**config.mk**
```make
export PLATFORM = sky130hd
export DESIGN_NAME = cem_monitor
export DESIGN_NICKNAME = d
export VERILOG_FILES = /design/src/hdl/cem_pkg.sv /design/src/hdl/cem_limit_mem.sv /design/src/hdl/cem_monitor.sv
export SDC_FILE = /design/constraint.sdc
export NUM_CORES = 1
export LEC_CHECK = 0
export BUFFER_PORTS_ARGS = -buffer_cell sky130_fd_sc_hd__buf_2
export CAP_MARGIN = 20
export CORE_UTILIZATION = 63
export DETAILED_ROUTE_END_ITERATION = 16
export PLACE_DENSITY_LB_ADDON = 0.05
export SLEW_MARGIN = 40
export SYNTH_ARGS = -nofsm -noshare
export SYNTH_HDL_FRONTEND = slang
export SYNTH_SLANG_ARGS = --single-unit
```
**constraint.sdc**
```tcl
create_clock -name clk -period 3.83 [get_ports clk]
set_input_delay 0 -clock clk [delete_from_list [all_inputs] [get_ports clk]]
set_output_delay 0 -clock clk [all_outputs]
set_load 0.02 [all_outputs]
```
**src/hdl/cem_pkg.sv**
```systemverilog
// Purpose: Shared constants, command codes and carriers for the chassis event monitor.
// Assumes: One 50 MHz clock; commands arrive already parsed into the command struct.
// Notes: Bit positions follow the status tables of the condition registers.
package cem_pkg;

    ////////////////////////////////////////////////////////////////////////////
    // Event sources and counting
    localparam int NUM_SRC = 8;
    localparam int SRC_W = 3;
    localparam int LIMIT_W = 8;
    localparam int CNT_W = 9;
    localparam logic [CNT_W-1:0] CNT_SAT = 9'h100;
    localparam logic [SRC_W-1:0] SRC_BUS_FAULT = 3'h0;
    localparam logic [LIMIT_W-1:0] LIMIT_RST = 8'h00;
    localparam logic [SRC_W-1:0] SRC_RST = 3'h0;

    ////////////////////////////////////////////////////////////////////////////
    // Status registers
    localparam int REG_W = 16;
    localparam int NUM_ATTR = 6;
    localparam logic [REG_W-1:0] REG_RST = 16'h0000;
    localparam int VOLT_BITS = 7;
    localparam int SLOT_BITS = 13;
    localparam int AMBIENT_BIT = 13;
    localparam int FAN_ANY_BIT = 0;
    localparam int FAN_ONE_BIT = 1;
    localparam int BUS_FAULT_BIT = 0;
    localparam int SYSFAIL_BIT = 1;
    localparam int ACFAIL_BIT = 2;
    localparam int ACK_LEVEL_BIT = 3;
    localparam int RSP_LATENCY = 2;

    ////////////////////////////////////////////////////////////////////////////
    // Commands and attributes
    typedef enum logic [2:0] {
        CEM_OP_LIMIT_SET,
        CEM_OP_LIMIT_QUERY,
        CEM_OP_COUNT_QUERY,
        CEM_OP_COUNT_ZERO,
        CEM_OP_COND_QUERY,
        CEM_OP_EVENT_QUERY,
        CEM_OP_ENABLE_SET,
        CEM_OP_ENABLE_QUERY
    } cem_op_e;

    typedef enum logic [2:0] {
        CEM_ATTR_VOLT,
        CEM_ATTR_CURR,
        CEM_ATTR_TEMP,
        CEM_ATTR_FAN,
        CEM_ATTR_TIME,
        CEM_ATTR_BUS
    } cem_attr_e;

    typedef logic [REG_W-1:0] cem_reg_t;

    typedef struct packed {
        cem_op_e op;
        logic [SRC_W-1:0] source;
        cem_attr_e attr;
        logic [REG_W-1:0] data;
    } cem_cmd_s;

    typedef struct packed {
        logic [6:0] volt;
        logic [6:0] curr;
        logic [12:0] slot;
        logic ambient;
        logic [2:0] fan;
        logic [2:0] elapsed;
    } cem_fault_s;

endpackage

```
**src/hdl/cem_limit_mem.sv**
```systemverilog
// Purpose: Small store of per-source limits with a registered read port.
// Assumes: One write and one read per cycle, synchronous active-low reset.
// Notes: Read data appear one edge after the address; all words reset to zero.
`timescale 1ns/1ps
`default_nettype none
module cem_limit_mem #(
    parameter int DEPTH = 8,
    parameter int WIDTH = 8,
    parameter int AW = 3
) (
    // Clock and reset
    input wire logic clk,
    input wire logic rst_n,
    // Write port
    input wire logic wr_en,
    input wire logic [AW-1:0] wr_addr,
    input wire logic [WIDTH-1:0] wr_data,
    // Read port
    input wire logic [AW-1:0] rd_addr,
    output logic [WIDTH-1:0] rd_data
);
    import cem_pkg::*;

    logic [WIDTH-1:0] mem [DEPTH];

    // Refuse a depth the address cannot reach
    if (DEPTH > (1 << AW) || DEPTH < 1 || WIDTH < 1)
    begin : g_bad
        $error("cem_limit_mem: depth does not fit the address width");
    end

    ////////////////////////////////////////////////////////////////////////////
    // Storage and registered read
    always_ff @(posedge clk)
    begin
        if (!rst_n)
        begin
            for (int i = 0; i < DEPTH; i++)
            begin
                mem[i] <= '0;
            end
            rd_data <= '0;
        end
        else
        begin
            if (wr_en)
            begin
                mem[wr_addr] <= wr_data;
            end
            rd_data <= mem[rd_addr];
        end
    end

endmodule
`default_nettype wire

```
**src/hdl/cem_monitor.sv**
```systemverilog
// Purpose: Backplane fault/acknowledge counter and first status tier of the chassis monitor.
// Assumes: Backplane lines are asynchronous pins; fault inputs come from logic on clk.
// Notes: Every command is answered exactly two edges after it is taken.
`timescale 1ns/1ps
`default_nettype none
// Notes on behaviour
// - Only one event source watched at once
// - Writing a limit selects that source alone
// - Limits are 0 to 255 only
// - Limit zero stops all event monitoring
// - Limit query returns stored source limit
// - Count query nonzero only for watched source
// - Counter counts events, saturates at 256
// - Saturated count cleared by zero or reselect
// - Clear acts only on the watched source
// - Three-tier status hierarchy, per-attribute enables
// - Condition, event, enable per six attributes
// - Condition bits show live state, unlatched
// - Voltage bits +5 -5.2 -2 +24 -24 +12 -12
// - Voltage condition reads 0..127, upper zero
// - Current bits in same supply order
// - Slot rise bits 0-12, ambient bit 13
// - Fan bit 0 any, bits 1-3 each
// - Time bits: present, cumulative, filter service
// - Bus bits: fault 0, ack levels 3-9
// - Event bits set on rise, clear on read
// - Event AND enable ORed to summary bit
module cem_monitor #(
    parameter int SOURCES = cem_pkg::NUM_SRC
) (
    // Clock and reset
    input wire logic clk,
    input wire logic rst_n,
    // Backplane pins, active low except the ack_level code
    input wire logic bus_error_n,
    input wire logic ack_strobe_n,
    input wire logic [cem_pkg::SRC_W-1:0] ack_level,
    input wire logic sysfail_n,
    input wire logic acfail_n,
    // Live fault levels from the sensor logic
    input wire cem_pkg::cem_fault_s faults,
    // Host command port
    input wire logic cmd_valid,
    input wire cem_pkg::cem_cmd_s cmd,
    // Host answer port
    output logic rsp_valid,
    output logic rsp_error,
    output logic [cem_pkg::REG_W-1:0] rsp_data,
    // Summary bits to the next status tier
    output logic [cem_pkg::NUM_ATTR-1:0] summary
);
    import cem_pkg::*;

    // Refuse a source count the counter logic cannot serve
    if (SOURCES != NUM_SRC)
    begin : g_bad
        $error("cem_monitor: exactly eight event sources are supported");
    end

    ////////////////////////////////////////////////////////////////////////////
    // Helpers

    // One-hot position of a source among the counted sources
    function automatic logic [NUM_SRC-1:0] src_onehot(input logic [SRC_W-1:0] s);
        return 8'h01 << s;
    endfunction

    ////////////////////////////////////////////////////////////////////////////
    // Declarations
    logic [6:0] pin_meta;
    logic [6:0] pin_sync;
    logic [6:0] pin_prev;
    logic [SRC_W-1:0] sel_src;
    logic monitor_on;
    logic [LIMIT_W-1:0] active_limit;
    logic [CNT_W-1:0] count;
    logic [CNT_W-1:0] next_count;
    cem_reg_t cond [NUM_ATTR];
    cem_reg_t ev [NUM_ATTR];
    cem_reg_t en [NUM_ATTR];
    cem_reg_t next_cond [NUM_ATTR];
    logic [NUM_ATTR-1:0] ev_clr;
    logic [NUM_ATTR-1:0] next_summary;
    logic q_valid;
    logic q_error;
    logic q_is_limit;
    cem_reg_t q_data;
    logic [LIMIT_W-1:0] mem_rd_data;

    ////////////////////////////////////////////////////////////////////////////
    // Backplane synchroniser: two flops, then a third for edge detection
    always_ff @(posedge clk)
    begin
        if (!rst_n)
        begin
            pin_meta <= 7'h7f;
            pin_sync <= 7'h7f;
            pin_prev <= 7'h7f;
        end
        else
        begin
            pin_meta <= {acfail_n, sysfail_n, ack_level, ack_strobe_n, bus_error_n};
            pin_sync <= pin_meta;
            pin_prev <= pin_sync;
        end
    end

    // Falling edges mark one distinct fault assertion or one ack cycle
    wire fault_fall = !pin_sync[0] && pin_prev[0];
    wire ack_fall = !pin_sync[1] && pin_prev[1];
    wire [SRC_W-1:0] ack_lvl = pin_sync[4:2];
    wire sysfail_on = !pin_sync[5];
    wire acfail_on = !pin_sync[6];

    ////////////////////////////////////////////////////////////////////////////
    // Command decode
    wire [2:0] attr_idx = cmd.attr;
    wire attr_ok = attr_idx < 3'(NUM_ATTR);
    wire lim_in_range = cmd.data[REG_W-1:LIMIT_W] == '0;
    wire lim_wr = cmd_valid && cmd.op == CEM_OP_LIMIT_SET && lim_in_range;
    wire new_src = lim_wr && cmd.source != sel_src;
    wire zero_hit = cmd_valid && cmd.op == CEM_OP_COUNT_ZERO && cmd.source == sel_src;
    wire en_wr = cmd_valid && cmd.op == CEM_OP_ENABLE_SET && attr_ok;
    wire attr_op = cmd.op == CEM_OP_COND_QUERY || cmd.op == CEM_OP_EVENT_QUERY
        || cmd.op == CEM_OP_ENABLE_SET || cmd.op == CEM_OP_ENABLE_QUERY;
    wire cmd_bad = (cmd.op == CEM_OP_LIMIT_SET && !lim_in_range) || (attr_op && !attr_ok);

    ////////////////////////////////////////////////////////////////////////////
    // Source selection and event counting
    wire src_is_fault = sel_src == SRC_BUS_FAULT;
    wire ack_match = ack_fall && ack_lvl == sel_src;
    wire ev_hit = monitor_on && (src_is_fault ? fault_fall : ack_match);
    wire cnt_clr = new_src || zero_hit;
    wire cnt_full = count == CNT_SAT;
    wire over_limit = monitor_on && count > {1'b0, active_limit};
    wire [NUM_SRC-1:0] src_over = over_limit ? src_onehot(sel_src) : '0;

    // Clear takes priority over a coincident event; count stops at its ceiling
    assign next_count = cnt_clr ? '0 : (ev_hit && !cnt_full) ? count + 9'h001 : count;

    always_ff @(posedge clk)
    begin
        if (!rst_n)
        begin
            sel_src <= SRC_RST;
            monitor_on <= 1'b0;
            active_limit <= LIMIT_RST;
            count <= '0;
        end
        else
        begin
            if (lim_wr)
            begin
                sel_src <= cmd.source;
                monitor_on <= cmd.data[LIMIT_W-1:0] != '0;
                active_limit <= cmd.data[LIMIT_W-1:0];
            end
            count <= next_count;
        end
    end

    // Per-source limit store for readback
    cem_limit_mem #(
        .DEPTH(NUM_SRC),
        .WIDTH(LIMIT_W),
        .AW(SRC_W)
    ) u_limits (
        .clk(clk),
        .rst_n(rst_n),
        .wr_en(lim_wr),
        .wr_addr(cmd.source),
        .wr_data(cmd.data[LIMIT_W-1:0]),
        .rd_addr(cmd.source),
        .rd_data(mem_rd_data)
    );

    ////////////////////////////////////////////////////////////////////////////
    // Live condition values, unused bits held at zero
    assign next_cond[CEM_ATTR_VOLT] = {9'h000, faults.volt};
    assign next_cond[CEM_ATTR_CURR] = {9'h000, faults.curr};
    assign next_cond[CEM_ATTR_TEMP] = {2'h0, faults.ambient, faults.slot};
    assign next_cond[CEM_ATTR_FAN] = {12'h000, faults.fan, |faults.fan};
    assign next_cond[CEM_ATTR_TIME] = {13'h0000, faults.elapsed};
    assign next_cond[CEM_ATTR_BUS] = {6'h00, src_over[NUM_SRC-1:1], acfail_on,
        sysfail_on, src_over[0]};

    // Event read strobes and summary terms per attribute
    always_comb
    begin
        for (int a = 0; a < NUM_ATTR; a++)
        begin
            ev_clr[a] = cmd_valid && cmd.op == CEM_OP_EVENT_QUERY && attr_idx == 3'(a);
            next_summary[a] = |(ev[a] & en[a]);
        end
    end

    ////////////////////////////////////////////////////////////////////////////
    // Condition, event and enable registers per attribute
    always_ff @(posedge clk)
    begin
        if (!rst_n)
        begin
            for (int a = 0; a < NUM_ATTR; a++)
            begin
                cond[a] <= REG_RST;
                ev[a] <= REG_RST;
                en[a] <= REG_RST;
            end
            summary <= '0;
        end
        else
        begin
            for (int a = 0; a < NUM_ATTR; a++)
            begin
                cond[a] <= next_cond[a];
                ev[a] <= (ev_clr[a] ? REG_RST : ev[a]) | (next_cond[a] & ~cond[a]);
                if (en_wr && attr_idx == 3'(a))
                begin
                    en[a] <= cmd.data;
                end
            end
            summary <= next_summary;
        end
    end

    ////////////////////////////////////////////////////////////////////////////
    // Answer pipeline: stage one picks the value, stage two merges limit readback
    wire [CNT_W-1:0] cnt_view = (cmd.source == sel_src) ? count : '0;
    wire [2:0] rd_idx = attr_ok ? attr_idx : 3'h0;
    wire cem_reg_t rd_value = (!attr_ok && attr_op) ? REG_RST
        : (cmd.op == CEM_OP_COUNT_QUERY) ? {7'h00, cnt_view}
        : (cmd.op == CEM_OP_COND_QUERY) ? cond[rd_idx]
        : (cmd.op == CEM_OP_EVENT_QUERY) ? ev[rd_idx]
        : (cmd.op == CEM_OP_ENABLE_QUERY) ? en[rd_idx]
        : REG_RST;

    always_ff @(posedge clk)
    begin
        if (!rst_n)
        begin
            q_valid <= 1'b0;
            q_error <= 1'b0;
            q_is_limit <= 1'b0;
            q_data <= REG_RST;
            rsp_valid <= 1'b0;
            rsp_error <= 1'b0;
            rsp_data <= REG_RST;
        end
        else
        begin
            q_valid <= cmd_valid;
            q_error <= cmd_valid && cmd_bad;
            q_is_limit <= cmd_valid && cmd.op == CEM_OP_LIMIT_QUERY;
            q_data <= cmd_valid ? rd_value : REG_RST;
            rsp_valid <= q_valid;
            rsp_error <= q_error;
            rsp_data <= q_is_limit ? {8'h00, mem_rd_data} : q_data;
        end
    end
endmodule
`default_nettype wire

```
After elaboration in Yosys (flattened, before gate mapping)
Memory sizes are Yosys's and may differ from the RTL's. A register that Yosys moved wholly into a read port is not among the register bits.
Index checks and enable logic that the tools add are counted.
{"block": "word_totals", "regBits": 80, "ramBits": 340, "out_inout_bits": 24, "memories": 4}
{"memory": "en", "words": 6, "word_bits": 16, "read_ports": 7, "rd_ports_with_merged_regs": 0, "wr": 6, "line_no": "cem_monitor.sv:80", "text": "cem_reg_t en [NUM_ATTR];"}
{"memory": "ev", "words": 6, "word_bits": 16, "read_ports": 7, "rd_ports_with_merged_regs": 0, "wr": 6, "line_no": "cem_monitor.sv:79", "text": "cem_reg_t ev [NUM_ATTR];"}
{"memory": "cond", "words": 6, "word_bits": 14, "read_ports": 7, "rd_ports_with_merged_regs": 0, "wr": 6, "line_no": "cem_monitor.sv:78", "text": "cem_reg_t cond [NUM_ATTR];"}
{"memory": "u_limits.mem", "words": 8, "word_bits": 8, "read_ports": 1, "rd_ports_with_merged_regs": 1, "wr": 8, "line_no": "cem_limit_mem.sv:24", "text": "logic [WIDTH-1:0] mem [DEPTH];"}
{"block": "classes", "n_addsub": 1, "n_lt_le_gt_ge": 2, "eq_ne": 16, "n_shift": 1, "muxes": 59, "bitwise": 44, "n_reduce_logical": 60}
{"cell": "$mux W16", "n": 21}
{"cell": "$and A16 B16 Y16", "n": 6}
{"cell": "$not A16 Y16", "n": 6}
{"cell": "$or A16 B16 Y16", "n": 6}
{"cell": "$reduce_or A16 Y1", "n": 6}
{"cell": "$mux W14", "n": 6}
{"cell": "$and A7 B16 Y16", "n": 2}
{"cell": "$logic_and A1 B1 Y1", "n": 30}
{"cell": "$mux W1", "n": 25}
{"cell": "$mux W8", "n": 3}
{"cell": "$eq A3 B3 Y1 const B", "n": 6}
{"cell": "$mux W9", "n": 2}
{"cell": "$or A1 B1 Y1", "n": 18}
{"cell": "$and A10 B16 Y16", "n": 1}
{"cell": "$and A14 B16 Y16", "n": 1}
{"cell": "$and A3 B16 Y16", "n": 1}
{"cell": "$and A4 B16 Y16", "n": 1}
{"cell": "$eq A3 B2 Y1 const B", "n": 4}
{"cell": "$add A9 B1 Y9 const B", "n": 1}
{"cell": "$eq A9 B9 Y1 const B", "n": 1}
{"cell": "$gt A9 B8 Y1", "n": 1}
{"cell": "$logic_not A3 Y1", "n": 3}
{"cell": "$logic_not A1 Y1", "n": 8}
{"cell": "$logic_not A8 Y1", "n": 1}
{"cell": "13 further kinds", "n": 23}

Logic depth before layout (Yosys ltp)
Gate-level depths: netlist (run 1).
{"block": "depth", "word_depth": 8, "mapped_depth": 8, "depth_no_buf": 7}

Hierarchy
Synthesis (run 1) repeated with hierarchy kept, for this count alone.
{"block": "unflattened", "hier_cells": 1270, "hier_area_um2": 14557.7}
{"module": "cem_monitor", "n_inst": 1, "cells_per_inst": 1074, "area_each_um2": 11408.4, "seq_area_each_um2": 6286.0}
{"module": "cem_limit_mem", "n_inst": 1, "cells_per_inst": 196, "area_each_um2": 3149.3, "seq_area_each_um2": 2082.0}

Worst setup path before layout (run 1)
OpenSTA, ideal clock, no wires.
{"block": "synth_timing", "kind": "input-to-reg", "startpoint": "input cmd[16] (netlist name)", "endpoint": "memory en[3][0] (netlist name) (enable)", "arrival_ns": 1.985, "required_ns": 3.419, "path_slack_ns": 1.434, "path_stages": 5, "path_buffers": 3, "path_cell_list": "buf_2 > buf_2 > buf_2 > nand2_1 > o21ai_0"}
{"item": "start, declared", "line_no": "cem_monitor.sv:44", "text": "input wire cem_pkg::cem_cmd_s cmd,"}
{"item": "end, declared", "line_no": "cem_monitor.sv:80"}

==> metrics.txt, run 1 <==
initial antenna violation count=1; Yosys cell types=63; Synthesized Nets=1,355; RSZ-0062 raised after global routing=no; CP Launch Type=input pin; IO Count=93; Simple-Gate Fraction of Synth Area=17.6%; slew margin rel.=45.3%; area leader, netlist=edfxtp_1; CP Data Required Time=3.99 ns; Cell Rows=55; Final Cycle Share=70.1%; R2R Path Start=count[0]; Yosys top cell area share=33.0%; largest net degree at the start of global routing=70; final worst slack=1.15 ns; # resized after CTS=0; minimum clock period=2.68 ns; # setup viols final=0; Peak VDD IR=0.000381 V; Clock transition at path regs=0.06 ns; worst-path fanout max=19; EDFF count, synth=160; hold_sp=cmd[4]; core area=22,600 um^2; clock insertion delay at the later pin of the skew report=0.52 ns; Mapped Area=14,600 um^2; initial drt markers=1,155; Area contributors post-synth=edfxtp_1 (33%), dfxtp_1 (24%), and2_1 (7.4%); Total GRT Usage=34.3%; worst setup path start=cmd[13]; status=finished clean; CTS Buffer Depth=3; DP HPWL=26,800 um; adder-cell share of the synthesized area=0.859%; routability cong.=1.00; Hold Path Cell Cnt=3; mean cell area of the mapped netlist=11.4 um^2; R2R depth=7; synthesized flop and latch total=338; Cells after Synth=1,276; most numerous cell in the Yosys netlist=dfxtp_1; # Max-Cap Violations=0; mux share of post-synthesis cell area=9.82%; main flop type after synthesis=dfxtp_1; Leak Pwr=6.72 nW; DR WL/cell=23.3 um; DRC errors left=0; max-slew violation count=0; Worst-Margin Slew=0.820 ns; vias in the first global route=10,200; pre-CTS WS=1.18 ns; Area growth, synth to finish=16.1%; critical path class=input pin to register; post-synthesis compound-gate area fraction=9.75%; XOR/XNOR Fraction of Synth Area=0.842%; remaining antenna violation count=0; number of diodes=0; yosys warns=0; CTS Hold Bufs=55; # fillers=1,542; Pwr per Cell Area=477 nW/um^2; buffers added on ports=92; htree depth=2; routed vias=10,600; fraction of layout cells with a size suffix above 1=16.7%; Routed WL=39,900 um; Post-synth ARST share=0%; Highest Clock Rate=372 MHz; Hold WC Path Type=input pin to register; largest family of logic cells by synthesized area=simple AND/OR/NAND/NOR gates; synth cell count leaders=dfxtp_1 (178), and2_1 (173), edfxtp_1 (160), nand2_1 (102), o21ai_0 (66); first-pass GRT wire length=60,000 um; Crit. End Element=register; CTS tree=done; Die W=154 um; via density per instance=6.16; Initial Util=64.3%; total die area=23,700 um^2; Setup TNS=0 ns; final net count=1,482; clk sinks=338; total CTS buffers=35; Final Hold Vio Count=0; Root Driver=clkbuf_16; Worst Skew=0.0150 ns; crit path DAT=2.84 ns; GR Overflow Total=0; total setup buffers inserted after CTS=0; Chip Height=154 um; sequential area share after synthesis=57.4%; drt first pass iters=6
## kinds of logic (layout without fill, tap and decap cells)
group	after synthesis	count (layout)
and+or+nand+nor	459	459
xor gates and xnor gates	14	14
buffers and inverters	132	285
adders and majority gates	10	10
DFF	338	338
AOI/OAI and AO/OA	213	213
muxes	110	110
## flip-flops by register name, summed over array words and instances, names as in the netlist, 2 cells and up
| name | count |
|---|---|
| cond | 45 |
| pin_sync | 7 |
| ev | 45 |
| rsp_data | 16 |
| sel_src | 3 |
| u_limits.mem | 64 |
| summary | 6 |
| en | 96 |
| pin_prev | 2 |
| q_data | 16 |
| active_limit | 8 |
| count | 9 |
| pin_meta | 7 |
| u_limits.rd_data | 8 |
## critical path, cell delays in order
cell,delay (ns)
dlygate4sd3_1,0.53
buf_2,0.16
nor4_4,0.45
nand4_4,0.44
or2_1,0.50
nor3_4,0.32
nand2b_1,0.42
## layout make-up
| class | instances | area [um^2] | area share (%) |
|---|---|---|---|
| Inverter | 53 | 199 | 1.18 |
| Tap cell | 285 | 357 | 2.11 |
| Multi-Input combinational cell | 806 | 5670 | 33.5 |
| Sequential cell | 338 | 8370 | 49.5 |
| Clock buffer | 52 | 1060 | 6.25 |
| Clock inverter | 11 | 83.8 | 0.496 |
| Timing Repair Buffer | 169 | 1180 | 6.99 |
## routing by layer
| metal | wire (um) | part of all wire (%) | global-route usage [%] | up-vias |
|---|---|---|---|---|
| li1 | - | - | - | 4817 |
| met1 | 16200 | 41 | 47.5 | 5065 |
| met2 | 18200 | 46 | 53.2 | 568 |
| met3 | 4020 | 10 | 6.65 | 98 |
| met4 | 1430 | 3.6 | 14.1 | 2 |
| met5 | 8 | 0.020 | 0 | - |
## placed cells by master, fill, tap and decap left out, types with 27 or more instances in the layout
master / instances
and2_1: 173
nand2b_1: 27
buf_2: 91
dlygate4sd3_1: 55
nand2_1: 102
mux2i_1: 63
inv_1: 52
nor2_1: 59
clkbuf_16: 38
o21ai_0: 61
dfxtp_1: 178
edfxtp_1: 160
## path summary, 6_finish.rpt
kind	to	slack, ns
worst max-delay path	u_limits.mem[6][0]	1.15
worst max register to register	count[7]	1.66
worst min-delay path	active_limit[4]	0.02
worst min register to register	pin_sync[2]	0.41
## stage by stage
stage               hold WS, ns  cell area (um^2)  cells  util (%)  power (W)
finish                   0.0160             16900   1714      74.7    0.00806
global route             0.0226             16900   1714      74.7    0.00829
CTS                     0.00290             16900   1714      74.7    0.00807
global placement          0.180             15200   1595      67.2    0.00471
floorplan                 0.101             14600   1276         -    0.00446
detailed placement        0.187             15200   1596      67.2    0.00472
## power breakdown
part / total [W] / internal [W] / leakage (nW) / switching (W)
sequential: 0.00407 / 0.00395 / 2.98 / 0.000120
clock: 0.00335 / 0.00198 / 0.568 / 0.00137
combinational: 0.000637 / 0.000255 / 3.17 / 0.000381
total: 0.00806 / 0.00619 / 6.72 / 0.00187
Power figures use the tool's default switching activity.
==> run 2: changes to the inputs <==
--- a/config.mk
+++ b/config.mk
@@ -7,7 +7,7 @@
 export LEC_CHECK = 0
 export BUFFER_PORTS_ARGS = -buffer_cell sky130_fd_sc_hd__buf_2
 export CAP_MARGIN = 20
-export CORE_UTILIZATION = 63
+export CORE_UTILIZATION = 55
 export DETAILED_ROUTE_END_ITERATION = 16
 export PLACE_DENSITY_LB_ADDON = 0.05
 export SLEW_MARGIN = 40
==> constraint.sdc (replaced) <==
create_clock -name clk -period 2.42 [get_ports clk]
set_input_delay 0 -clock clk [delete_from_list [all_inputs] [get_ports clk]]
set_output_delay 0 -clock clk [all_outputs]
set_load 0.02 [all_outputs]
==> run 2 against run 1 <==
Against the previous run: clock power grew 74%; power grew 65%; largest cell class unchanged; non-clock buffer count grew 31.
==> metrics.txt, run 2 (synthesis results as in run 1) <==
status=finished clean; FF+latch area=8370 um^2 (unchanged); crit path DAT=2.25 ns (-0.59 ns); final worst slack=0.344 ns (-0.801 ns); clock insertion delay at the later pin of the skew report=0.52 ns (about the same); critical path class=input pin to register; # setup viols final=0 (unchanged); htree depth=2 (unchanged); minimum clock period=2.08 ns; DP HPWL=29,200 um (+9.0%); core area=26,000 um^2 (+15%); routability cong.=0.977 (-2.3%); Logic pwr share=7.8% (about the same); final net count=1,514 (+2.2%); DRC errors left=0 (unchanged); Peak VDD IR=0.000806 V (+110%); IO Count=93 (unchanged); drt first pass iters=6 (unchanged); clk sinks=338 (unchanged); clock network power share=43.8% (+2.2 points); total die area=27,100 um^2 (+14%); largest net degree at the start of global routing=49 (-30%); Worst Skew=0.0127 ns (-0.00224 ns); CP Data Required Time=2.59 ns (-1.40 ns); Chip Height=165 um (+6.9%); number of diodes=0 (unchanged); total CTS buffers=36 (+2.9%); buffers added on ports=92 (unchanged); Final Instance Area=17,300 um^2 (+2.4%); max reg flops=96 (unchanged); # fillers=1,995 (+29%); via density per instance=5.95 (-3.4%); Pwr per Cell Area=770 nW/um^2 (+61%); CTS Buffer Depth=3 (unchanged); remaining antenna violation count=0 (unchanged); Util after Layout=66.7% (-8.0 points); area of the multi-input gates=5670 um^2 (unchanged); CP Launch Type=input pin; fraction of layout cells with a size suffix above 1=18.8% (+2.2 points); Final Cycle Share=85.8%; DR WL/cell=23.4 um (+0.70%); vias in the first global route=10,300 (+0.81%); Total GRT Usage=31.8% (-2.5 points); Leak Pwr=6.93 nW (+3.1%); Internal=0.0103 W (+66%); routed vias=10,700 (+1.3%); Seq pwr share=48.4% (-2.1 points); Hold WC Path Type=input pin to register; Highest Clock Rate=482 MHz; pre-CTS WS=0.383 ns (-0.798 ns); initial antenna violation count=0 (-1); Initial Util=56.1% (-8.3 points); Worst-Margin Slew=0.798 ns (-0.0217 ns); switching part of the total=23.1% (-0.072 points); Reg with most FFs=en; Root Driver=clkbuf_16; first-pass GRT wire length=62,900 um (+4.8%); Clock transition at path regs=0.06 ns (about the same); max-slew violation count=0 (unchanged); slew margin rel.=46.1% (+0.75 points); final hold slack=0.0115 ns (-0.00450 ns); GR Overflow Total=0 (unchanged); # resized after CTS=0 (unchanged); Setup TNS=0 ns (unchanged); most frequent cells in the layout=dfxtp_1 (178), and2_1 (173), edfxtp_1 (160), nand2_1 (102), buf_2 (91); # Max-Cap Violations=0 (unchanged); Routed WL=42,100 um (+5.5%); Cell Rows=59 (+7.3%); RSZ-0062 raised after global routing=no; Die W=165 um (+6.9%); NetSw=0.00309 W (+65%); Largest regs=en x96, u_limits.mem x64; worst-path fanout max=18 (-1); Final Hold Vio Count=0 (unchanged); commonest non-fill, non-tap cell in the layout=dfxtp_1; initial drt markers=1,297 (+12%); total setup buffers inserted after CTS=0 (unchanged); Crit. End Element=register; Area growth, synth to finish=18.9%; DP Area=15,500 um^2 (+1.9%); CTS tree=done
==> run 2: critical path, cell delays in order <==
cell and delay (ns):
dlygate4sd3_1 0.53, buf_2 0.17, nor4_4 0.44, nand4_4 0.16, buf_4 0.27, nor3_1 0.30
nand2b_1 0.38
==> run 2: final timing paths <==
kind | from | to | slack, ns | cells past startpoint
worst max-delay path | cmd[13] | u_limits.mem[1][1] | 0.34 | 7
worst min-delay path | cmd[7] | active_limit[7] | 0.01 | 3
worst max register to register | count[1] | count[5] | 0.39 | 7
worst min register to register | pin_meta[1] | pin_sync[1] | 0.40 | 1
==> run 2: final cells by class <==
type / count / share of cell area [%]
clock buffer: 42 / 5.69
clock inverter: 22 / 1.58
inverter: 53 / 1.15
multi-input combinational: 806 / 32.7
sequential: 338 / 48.3
tap: 335 / 2.42
timing repair buffer: 200 / 8.15
==> run 2: power by group through the flow <==
stage               clock network (W)  registers [W]  logic, W
floorplan                           0        0.00648  0.000579
global placement                    0        0.00656  0.000937
detailed placement                  0        0.00657  0.000948
CTS                           0.00589        0.00645   0.00102
global route                  0.00613        0.00647   0.00110
finish                        0.00584        0.00646   0.00104
==> run 2: layer usage <==
metal / track usage [%] / vias up / share of wire (%)
li1: - / 4877 / -
met1: 45.1 / 5205 / 43
met2: 50.0 / 499 / 46
met3: 4.60 / 102 / 8.0
met4: 10.8 / 0 / 3.5
met5: 0 / - / 0
==> run 2: stage by stage <==
stage / total power (W) / std cells
after global routing: 0.0137 / 1796
after global placement: 0.00750 / 1677
after CTS: 0.0134 / 1796
final: 0.0133 / 1796
after detailed placement: 0.00752 / 1677
after floorplan: 0.00706 / 1276
==> run 2: what timing repair did <==
action                     in CTS  in global routing
setup endpoints to repair       0                  0
hold buffers                   55                  0
hold endpoints to repair      129                  0
